<file path="config.mk">
export PLATFORM = sky130hd
export DESIGN_NAME = branch_skip_bit_shift_exec
export DESIGN_NICKNAME = d
export VERILOG_FILES = /design/src/include/exec_pkg.sv /design/src/branch_skip_bit_shift_exec.sv
export SDC_FILE = /design/constraint.sdc
export NUM_CORES = 1
export LEC_CHECK = 0
export BUFFER_PORTS_ARGS = -buffer_cell sky130_fd_sc_hd__buf_2
export CAP_MARGIN = 5
export CELL_PAD_IN_SITES_DETAIL_PLACEMENT = 0
export CELL_PAD_IN_SITES_GLOBAL_PLACEMENT = 1
export CORE_MARGIN = 3
export CORE_UTILIZATION = 39
export DETAILED_ROUTE_END_ITERATION = 10
export PLACE_DENSITY_LB_ADDON = 0.2
export SYNTH_ARGS = -nofsm -noshare
export SYNTH_HDL_FRONTEND = slang
export SYNTH_SLANG_ARGS = --single-unit
</file>
<file path="constraint.sdc">
create_clock -name i_sys_clk -period 4.75 [get_ports i_sys_clk]
set_input_delay 0.475 -clock i_sys_clk [delete_from_list [all_inputs] [get_ports i_sys_clk]]
set_output_delay 0.475 -clock i_sys_clk [all_outputs]
set_load 0.03 [all_outputs]
</file>
<file path="src/include/exec_pkg.sv">
// Constants and operation codes for the branch, skip, bit and shift execution unit
package exec_pkg;

    // ------------------------------------------------------------------
    // Status flag positions
    // ------------------------------------------------------------------
    localparam int unsigned FLAG_C = 0;
    localparam int unsigned FLAG_Z = 1;
    localparam int unsigned FLAG_N = 2;
    localparam int unsigned FLAG_V = 3;
    localparam int unsigned FLAG_S = 4;
    localparam int unsigned FLAG_H = 5;
    localparam int unsigned FLAG_T = 6;
    localparam int unsigned FLAG_I = 7;

    // ------------------------------------------------------------------
    // Register map (byte addresses)
    // ------------------------------------------------------------------
    localparam logic [11:0] OFS_CTRL  = 12'h000;
    localparam logic [11:0] OFS_PC    = 12'h004;
    localparam logic [11:0] OFS_FLAGS = 12'h008;
    localparam logic [11:0] OFS_STAT  = 12'h00C;

    localparam int unsigned CTRL_EN_POS = 0;
    localparam logic        CTRL_RST    = 1'b1;
    localparam logic [7:0]  FLAGS_RST   = 8'h00;

    // ------------------------------------------------------------------
    // Cycle counts
    // ------------------------------------------------------------------
    localparam logic [1:0] CYC_ONE   = 2'h1;
    localparam logic [1:0] CYC_TWO   = 2'h2;
    localparam logic [1:0] CYC_THREE = 2'h3;

    // ------------------------------------------------------------------
    // Operation codes presented by the decoder
    // ------------------------------------------------------------------
    typedef enum logic [5:0] {
        op_nop,
        compare_immediate,
        skip_reg_bit_low, skip_reg_bit_high,
        skip_io_bit_low, skip_io_bit_high,
        branch_flag_one, branch_flag_zero,
        branch_equal, branch_not_equal,
        branch_carry_one, branch_carry_zero,
        branch_same_higher, branch_lower,
        branch_minus, branch_plus,
        branch_signed_ge, branch_signed_less,
        branch_halfcarry_one, branch_halfcarry_zero,
        branch_xfer_one, branch_xfer_zero,
        branch_overflow_one,
        branch_int_on, branch_int_off,
        io_bit_force_one, io_bit_force_zero,
        shift_left_logical, shift_right_logical,
        rotate_left_carry, rotate_right_carry,
        shift_right_arith, swap_nibbles,
        flag_force_one, flag_force_zero,
        reg_bit_to_xfer, xfer_to_reg_bit
    } op_t;

endpackage : exec_pkg

</file>
<file path="src/branch_skip_bit_shift_exec.sv">
// Execution unit for compare, skip, branch, bit, shift and flag instructions
//
// Contract
// - Compare immediate subtracts without storing, updates Z N V C H, one cycle.
// - Register bit skips skip on bit clear or set, PC plus 2 or 3.
// - I/O bit skips test the port bit and skip, flags untouched.
// - Branch on flag one loads PC plus k plus one; 1 or 2 cycles.
// - Branch on flag zero branches when bit clear, else sequential, flags untouched.
// - Dedicated branches on Z, C and N being one or zero.
// - Signed branches test N xor V: zero for ge, one for less.
// - Half carry branches on H one or zero.
// - Transfer flag branches on T one or zero, 1 or 2 cycles.
// - Overflow branch to PC plus k plus one when V is one.
// - Interrupt state branches on I one or zero.
// - Force I/O bit one, other bits and flags kept, two cycles.
// - Force I/O bit zero, other bits and flags kept, two cycles.
// - Rotate left: C into bit 0, bit 7 into C, Z C N V, one cycle.
// - Rotate right: C into bit 7, bit 0 into C, Z C N V, one cycle.
// - Arithmetic right shift keeps bit 7, updates Z C N V, one cycle.
// - Bit store copies selected register bit into T, one cycle.
// - Bit load copies T into selected register bit, flags kept, one cycle.
//
// Added by the designer: the APB slave port and the address map.
`timescale 1ns/10ps
`default_nettype none

module branch_skip_bit_shift_exec #(
    parameter int unsigned PC_W = 16
) (
    // Clock and reset
    input  wire logic                 i_sys_clk,
    input  wire logic                 i_sys_rst,
    // Decoded instruction
    input  wire logic                 i_issue,
    input  wire exec_pkg::op_t        i_op,
    input  wire logic [2:0]           i_bit_sel,
    input  wire logic [7:0]           i_reg_data,
    input  wire logic [7:0]           i_imm,
    input  wire logic [6:0]           i_offset,
    input  wire logic                 i_next_two_word,
    input  wire logic [7:0]           i_io_rdata,
    output logic                      o_ready,
    // Register file and I/O write back
    output logic                      o_rf_we,
    output logic [7:0]                o_rf_wdata,
    output logic                      o_io_we,
    output logic [7:0]                o_io_wdata,
    // Core state
    output logic [PC_W-1:0]           o_pc,
    output logic [7:0]                o_flags,
    output logic [1:0]                o_cycles,
    // APB slave
    input  wire logic                 i_psel,
    input  wire logic                 i_penable,
    input  wire logic                 i_pwrite,
    input  wire logic [11:0]          i_paddr,
    input  wire logic [31:0]          i_pwdata,
    output logic [31:0]               o_prdata,
    output logic                      o_pready,
    output logic                      o_pslverr
);

    // ------------------------------------------------------------------
    // State
    // ------------------------------------------------------------------
    logic                 en_q;
    logic [1:0]           rem_q;
    exec_pkg::op_t        last_op_q;
    logic                 iss;
    logic                 apb_wr;
    logic                 mapped;

    // ------------------------------------------------------------------
    // Next values
    // ------------------------------------------------------------------
    logic [7:0]           flags_d;
    logic [7:0]           res_d;
    logic                 rf_we_d;
    logic                 io_we_d;
    logic [7:0]           io_wdata_d;
    logic [PC_W-1:0]      pc_d;
    logic [1:0]           cyc_d;
    logic                 br_op;
    logic                 br_cond;
    logic                 sk_op;
    logic                 sk_cond;
    logic [8:0]           diff;
    logic [PC_W-1:0]      k_ext;

    assign iss    = i_issue & o_ready & en_q;
    assign apb_wr = i_psel & i_penable & o_pready & i_pwrite;
    assign mapped = (i_paddr == exec_pkg::OFS_CTRL) || (i_paddr == exec_pkg::OFS_PC)
                 || (i_paddr == exec_pkg::OFS_FLAGS) || (i_paddr == exec_pkg::OFS_STAT);
    assign k_ext  = {{(PC_W-7){i_offset[6]}}, i_offset};
    assign diff   = {1'b0, i_reg_data} - {1'b0, i_imm};

    // ------------------------------------------------------------------
    // Branch and skip conditions
    // ------------------------------------------------------------------
    always_comb begin
        br_op   = 1'b1;
        br_cond = 1'b0;
        unique case (i_op)
            exec_pkg::branch_flag_one:       br_cond = o_flags[i_bit_sel];
            exec_pkg::branch_flag_zero:      br_cond = ~o_flags[i_bit_sel];
            exec_pkg::branch_equal:          br_cond = o_flags[exec_pkg::FLAG_Z];
            exec_pkg::branch_not_equal:      br_cond = ~o_flags[exec_pkg::FLAG_Z];
            exec_pkg::branch_carry_one,
            exec_pkg::branch_lower:          br_cond = o_flags[exec_pkg::FLAG_C];
            exec_pkg::branch_carry_zero,
            exec_pkg::branch_same_higher:    br_cond = ~o_flags[exec_pkg::FLAG_C];
            exec_pkg::branch_minus:          br_cond = o_flags[exec_pkg::FLAG_N];
            exec_pkg::branch_plus:           br_cond = ~o_flags[exec_pkg::FLAG_N];
            // Signed compare via N xor V
            exec_pkg::branch_signed_ge:
                br_cond = ~(o_flags[exec_pkg::FLAG_N] ^ o_flags[exec_pkg::FLAG_V]);
            exec_pkg::branch_signed_less:
                br_cond = o_flags[exec_pkg::FLAG_N] ^ o_flags[exec_pkg::FLAG_V];
            exec_pkg::branch_halfcarry_one:  br_cond = o_flags[exec_pkg::FLAG_H];
            exec_pkg::branch_halfcarry_zero: br_cond = ~o_flags[exec_pkg::FLAG_H];
            exec_pkg::branch_xfer_one:       br_cond = o_flags[exec_pkg::FLAG_T];
            exec_pkg::branch_xfer_zero:      br_cond = ~o_flags[exec_pkg::FLAG_T];
            exec_pkg::branch_overflow_one:   br_cond = o_flags[exec_pkg::FLAG_V];
            exec_pkg::branch_int_on:         br_cond = o_flags[exec_pkg::FLAG_I];
            exec_pkg::branch_int_off:        br_cond = ~o_flags[exec_pkg::FLAG_I];
            default:                         br_op   = 1'b0;
        endcase
    end

    always_comb begin
        sk_op   = 1'b1;
        sk_cond = 1'b0;
        unique case (i_op)
            exec_pkg::skip_reg_bit_low:  sk_cond = ~i_reg_data[i_bit_sel];
            exec_pkg::skip_reg_bit_high: sk_cond = i_reg_data[i_bit_sel];
            exec_pkg::skip_io_bit_low:   sk_cond = ~i_io_rdata[i_bit_sel];
            exec_pkg::skip_io_bit_high:  sk_cond = i_io_rdata[i_bit_sel];
            default:                     sk_op   = 1'b0;
        endcase
    end

    // ------------------------------------------------------------------
    // Results, flags and counter
    // ------------------------------------------------------------------
    always_comb begin
        flags_d    = o_flags;
        res_d      = i_reg_data;
        rf_we_d    = 1'b0;
        io_we_d    = 1'b0;
        io_wdata_d = i_io_rdata;
        pc_d       = o_pc + PC_W'(1);
        cyc_d      = exec_pkg::CYC_ONE;
        if (br_op && br_cond) begin
            pc_d  = o_pc + k_ext + PC_W'(1);
            cyc_d = exec_pkg::CYC_TWO;
        end else if (sk_op && sk_cond) begin
            pc_d  = o_pc + (i_next_two_word ? PC_W'(3) : PC_W'(2));
            cyc_d = i_next_two_word ? exec_pkg::CYC_THREE : exec_pkg::CYC_TWO;
        end
        unique case (i_op)
            exec_pkg::compare_immediate: begin
                res_d                     = diff[7:0];
                flags_d[exec_pkg::FLAG_C] = diff[8];
                flags_d[exec_pkg::FLAG_H] = (~i_reg_data[3] & i_imm[3])
                    | (i_imm[3] & diff[3]) | (diff[3] & ~i_reg_data[3]);
                flags_d[exec_pkg::FLAG_V] = (i_reg_data[7] & ~i_imm[7] & ~diff[7])
                    | (~i_reg_data[7] & i_imm[7] & diff[7]);
            end
            // Set port bit, read modify write
            exec_pkg::io_bit_force_one: begin
                io_we_d               = 1'b1;
                io_wdata_d[i_bit_sel] = 1'b1;
                cyc_d                 = exec_pkg::CYC_TWO;
            end
            exec_pkg::io_bit_force_zero: begin
                io_we_d               = 1'b1;
                io_wdata_d[i_bit_sel] = 1'b0;
                cyc_d                 = exec_pkg::CYC_TWO;
            end
            exec_pkg::shift_left_logical: begin
                res_d                     = {i_reg_data[6:0], 1'b0};
                flags_d[exec_pkg::FLAG_C] = i_reg_data[7];
            end
            exec_pkg::shift_right_logical: begin
                res_d                     = {1'b0, i_reg_data[7:1]};
                flags_d[exec_pkg::FLAG_C] = i_reg_data[0];
            end
            exec_pkg::rotate_left_carry: begin
                res_d                     = {i_reg_data[6:0], o_flags[exec_pkg::FLAG_C]};
                flags_d[exec_pkg::FLAG_C] = i_reg_data[7];
            end
            exec_pkg::rotate_right_carry: begin
                res_d                     = {o_flags[exec_pkg::FLAG_C], i_reg_data[7:1]};
                flags_d[exec_pkg::FLAG_C] = i_reg_data[0];
            end
            exec_pkg::shift_right_arith: begin
                res_d                     = {i_reg_data[7], i_reg_data[7:1]};
                flags_d[exec_pkg::FLAG_C] = i_reg_data[0];
            end
            exec_pkg::swap_nibbles:    res_d = {i_reg_data[3:0], i_reg_data[7:4]};
            exec_pkg::flag_force_one:  flags_d[i_bit_sel] = 1'b1;
            exec_pkg::flag_force_zero: flags_d[i_bit_sel] = 1'b0;
            exec_pkg::reg_bit_to_xfer: flags_d[exec_pkg::FLAG_T] = i_reg_data[i_bit_sel];
            exec_pkg::xfer_to_reg_bit: res_d[i_bit_sel] = o_flags[exec_pkg::FLAG_T];
            default: ;
        endcase
        // Shared Z N S update for compare and the shifts; V here for the shifts only
        if (i_op inside {exec_pkg::compare_immediate, exec_pkg::shift_left_logical,
                exec_pkg::shift_right_logical, exec_pkg::rotate_left_carry,
                exec_pkg::rotate_right_carry, exec_pkg::shift_right_arith}) begin
            flags_d[exec_pkg::FLAG_Z] = (res_d == 8'h00);
            flags_d[exec_pkg::FLAG_N] = res_d[7];
            if (i_op != exec_pkg::compare_immediate) begin
                flags_d[exec_pkg::FLAG_V] = res_d[7] ^ flags_d[exec_pkg::FLAG_C];
            end
            flags_d[exec_pkg::FLAG_S] = flags_d[exec_pkg::FLAG_N] ^ flags_d[exec_pkg::FLAG_V];
            rf_we_d = (i_op != exec_pkg::compare_immediate);
        end
        if (i_op inside {exec_pkg::swap_nibbles, exec_pkg::xfer_to_reg_bit}) begin
            rf_we_d = 1'b1;
        end
    end

    // ------------------------------------------------------------------
    // Execution state
    // ------------------------------------------------------------------
    // Issue wins over a software write in the same cycle
    always_ff @(posedge i_sys_clk) begin
        if (i_sys_rst) begin
            o_pc <= '0;
        end else if (iss) begin
            o_pc <= pc_d;
        end else if (apb_wr && i_paddr == exec_pkg::OFS_PC) begin
            o_pc <= i_pwdata[PC_W-1:0];
        end
    end

    always_ff @(posedge i_sys_clk) begin
        if (i_sys_rst) begin
            o_flags <= exec_pkg::FLAGS_RST;
        end else if (iss) begin
            o_flags <= flags_d;
        end else if (apb_wr && i_paddr == exec_pkg::OFS_FLAGS) begin
            o_flags <= i_pwdata[7:0];
        end
    end

    always_ff @(posedge i_sys_clk) begin
        if (i_sys_rst) begin
            o_rf_we    <= 1'b0;
            o_rf_wdata <= 8'h00;
            o_io_we    <= 1'b0;
            o_io_wdata <= 8'h00;
        end else begin
            o_rf_we <= iss & rf_we_d;
            o_io_we <= iss & io_we_d;
            if (iss) begin
                o_rf_wdata <= res_d;
                o_io_wdata <= io_wdata_d;
            end
        end
    end

    // Ready drops for the extra cycles of multi-cycle instructions
    always_ff @(posedge i_sys_clk) begin
        if (i_sys_rst) begin
            rem_q     <= 2'h0;
            o_ready   <= 1'b1;
            o_cycles  <= 2'h0;
            last_op_q <= exec_pkg::op_nop;
        end else if (iss) begin
            rem_q     <= cyc_d - exec_pkg::CYC_ONE;
            o_ready   <= (cyc_d == exec_pkg::CYC_ONE);
            o_cycles  <= cyc_d;
            last_op_q <= i_op;
        end else if (rem_q != 2'h0) begin
            rem_q   <= rem_q - 2'h1;
            o_ready <= (rem_q == 2'h1);
        end
    end

    // ------------------------------------------------------------------
    // APB slave, zero wait states
    // ------------------------------------------------------------------
    always_ff @(posedge i_sys_clk) begin
        if (i_sys_rst) begin
            en_q <= exec_pkg::CTRL_RST;
        end else if (apb_wr && i_paddr == exec_pkg::OFS_CTRL) begin
            en_q <= i_pwdata[exec_pkg::CTRL_EN_POS];
        end
    end

    always_ff @(posedge i_sys_clk) begin
        if (i_sys_rst) begin
            o_pready  <= 1'b0;
            o_pslverr <= 1'b0;
            o_prdata  <= 32'h0000_0000;
        end else begin
            o_pready  <= i_psel & ~i_penable;
            o_pslverr <= i_psel & ~i_penable & ~mapped;
            o_prdata  <= 32'h0000_0000;
            if (i_psel && !i_penable && !i_pwrite) begin
                unique case (i_paddr)
                    exec_pkg::OFS_CTRL:  o_prdata <= {31'h0, en_q};
                    exec_pkg::OFS_PC:    o_prdata <= {{(32-PC_W){1'b0}}, o_pc};
                    exec_pkg::OFS_FLAGS: o_prdata <= {24'h0, o_flags};
                    exec_pkg::OFS_STAT:
                        o_prdata <= {23'h0, o_ready, last_op_q, o_cycles};
                    default:             o_prdata <= 32'h0000_0000;
                endcase
            end
        end
    end
endmodule : branch_skip_bit_shift_exec

`default_nettype wire

</file>
==> results by group <==
Global routing
  • Global route overflow: 0
  • Wire length of the first global-routing pass: 32800 µm
  • Largest net degree at the start of global routing: 54
  • Initial antenna violation count: 0
  • Via count of the first global-routing pass: 6044
  • Total global-route track usage: 23.4%

Clock network
  • Clock network latency to the later pin of the worst-skew pair: 0.34 ns
  • Clock slew at reported path FFs: 0.06 ns
  • Clock Root Buffer: clkbuf_16
  • TritonCTS buffer count: 9
  • Number of sinks on the clock net: 72
  • CTS tree: yes
  • Count of hold buffers inserted by post-cts repair: 0
  • Number of H-tree levels: 3
  • Postcts setup bufs: 0
  • Number of gates given a new drive strength after cts: 0
  • Clock tree buffer depth: 2

Run status
  • Outcome: complete, no violations

Yosys
  • Sequential area share after synthesis: 23.5%
  • Mean instance size in the synthesized netlist: 7.90 µm²
  • List of most frequent post-synthesis cells: nor2_1 (78), dfxtp_1 (72), nand2_1 (70)
  • Ys async rst share: 0%
  • Most common flop cell mapped by yosys: dfxtp_1
  • Count of distinct cell types in the synthesized netlist: 84
  • Compound-Gate Fraction of Synth Area: 24.4%
  • Number of instances in the synthesized netlist: 777
  • Adder and majority gate portion of the synthesized area: 7.62%
  • Most instantiated library cell after synthesis: nor2_1
  • Area share of xor/xnor cells in the synthesized design: 4.42%
  • Area fraction in and, or, nand and nor cells after synthesis: 24.1%
  • Post-Synthesis Cell Area: 0.00614 mm²
  • Synth Warn #: 0
  • Proportion of netlist area held by the largest area contributor: 23.5%
  • Synthesis-stage register bit count: 72
  • Number of flops mapped to enable cells by yosys: 0
  • Dominant cells by area after synthesis: dfxtp_1 (23%), ha_1 (6.3%), nor2_1 (4.8%)
  • Synth area leader: dfxtp_1
  • Share of synthesized area spent on multiplexers: 8.09%
  • Dominant combinational cell family by area after synthesis: compound AO/OA/AOI/OAI gates

Route
  • Antenna-violating nets left: 0
  • DRC: 0
  • Number of optimization iterations in the first detailed-route pass: 5
  • Total wire length after detailed routing: 21100 µm
  • Via count normalized by instance count: 5.75
  • Drt wl/cell: 19.1 µm
  • Number of DRC markers after the initial detailed-route iteration: 438
  • Routed via count: 6339

STA
  • Actual transition at the worst max-transition pin: 1.09 ns
  • Sum of negative setup slack: 0 ns
  • F_max: 242 MHz
  • Portion of the clock cycle consumed by the worst path in the final layout: 86.9%
  • Final count of hold timing violations: 0
  • Final number of max-transition violations: 0
  • Hold slack: 0.382 ns
  • Setup Skew: 0.00844 ns
  • Max transition margin: 26.8%
  • Unrepaired setup endpoints after global routing: false
  • Final critical path time including I/O delays and setup: 4.13 ns
  • Number of setup violations in the final report: 0

Finish
  • Count of filler cells inserted in the layout: 1583
  • Post-route standard cell area excluding fillers: 0.00718 mm²
  • Share of final-layout standard cells stronger than drive strength 1: 22.6%
  • Total number of nets in the final design: 1013
  • Syn-to-layout area delta: 17.0%
  • Final Util: 46.9%
  • Number of antenna cells inserted: 0

Floorplan
  • Core Area: 0.0153 mm²
  • Die ar.: 0.0173 mm²
  • Number of placed I/O pins: 170
  • Die Y-Extent: 131 µm
  • Die boundary width: 131 µm
  • Starting density of the core: 40.1%
  • Placement Rows: 45

Worst setup path
  • Required @ worst endpoint: 4.95 ns
  • Worst endpoint data arrival time: 4.33 ns
  • Critical Setup Path Class: in -> reg
  • Largest fanout on the critical path: 5
  • Element type at the critical path start: input pin
  • Critical Path Sink Type: register

Place
  • DP HPWL: 16200 µm
  • Port bufs: 137
  • Placed cell area: 0.00689 mm²
  • Final estimated routing congestion in global placement: 0.935

Pwr
  • Ratio of total power to cell area: 305 mW/mm²
  • Leakage: 3.07 nW
  • PnR Total Power: 2.19 mW
  • Maximum ir drop on the vdd rail: 0.172 mV

Run
  • Maximum Capacitance Violations: 0

Worst hold path
  • Hold/Removal Path Class: in -> reg
## path summary, 6_finish.rpt
check                            startpoint                         to  slack [ns]  cells after the start
setup / recovery               i_bit_sel[1]      o_pc[12]$_SDFFE_PP0P_        0.62                     13
setup reg to reg    o_flags[0]$_SDFFE_PP0P_      rem_q[1]$_SDFFE_PP0P_        1.63                      9
hold reg to reg   last_op_q[2]$_SDFFE_PP0P_  last_op_q[2]$_SDFFE_PP0P_        0.46                      2
hold / removal                       i_psel        o_pready$_SDFF_PP0_        0.38                      3
## cells in the final DEF (no fill, tap or decap), types with 21 or more instances in the layout
master and n:
ha_1 31, buf_2 137, nor2_1 78, dfxtp_1 72, a211oi_1 34, mux2i_1 29
inv_1 34, nand2_1 70, a21oi_1 45, o21ai_0 21
## through the flow
step,instances,worst slack [ns]
after CTS,1102,0.671
after global routing,1102,0.449
after detailed placement,1087,0.313
final,1102,0.622
after floorplan,792,0.584
after global placement,1087,0.421
## per-layer routing
metal | vias to the layer above | GRT usage (%) | routed length, µm
li1 | 3045 | - | -
met1 | 3087 | 31.7 | 9810
met2 | 181 | 38.3 | 9940
met3 | 26 | 3.87 | 871
met4 | 0 | 7.29 | 461
met5 | - | 0 | 0
## critical path, cell delays in order
cell,delay (ns)
buf_2,0.12
mux2_2,0.33
a22oi_1,0.20
o221ai_1,0.23
o311a_1,0.35
nor3_2,0.46
inv_1,0.13
fa_1,0.45
or4b_2,0.76
o21ai_0,0.17
or3b_2,0.45
o311ai_1,0.09
a21oi_1,0.10
## layout make-up
| type | instances | area (µm²) | share of cell area [%] |
|---|---|---|---|
| Clock inverter | 5 | 58.8 | 0.819 |
| Tap cell | 211 | 264 | 3.68 |
| Multi-Input combinational cell | 620 | 4280 | 59.7 |
| Clock buffer | 10 | 229 | 3.19 |
| Inverter | 36 | 135 | 1.88 |
| Sequential cell | 72 | 1440 | 20.1 |
| Timing Repair Buffer | 148 | 768 | 10.7 |
## flip-flops by register name (all words and copies together), names as in the netlist, 2 cells and up, named ones only
signal and count:
o_cycles 2, o_io_wdata 8, o_rf_wdata 8, o_flags 4, last_op_q 6, rem_q 2, o_prdata 16, o_pc 16
## logic make-up after synthesis
| group | count (synthesis) |
|---|---|
| buf+inv | 100 |
| mux | 43 |
| fa+ha+maj | 35 |
| compound gates | 210 |
| flops | 72 |
| other cells | 1 |
| xor+xnor | 31 |
| simple gates | 285 |
## power breakdown
part	internal (mW)	switching, mW	total, mW
Sequential	0.656	0.0760	0.732
Combinational	0.293	0.483	0.777
Clock	0.404	0.277	0.681
Power figures use the tool's default switching activity.
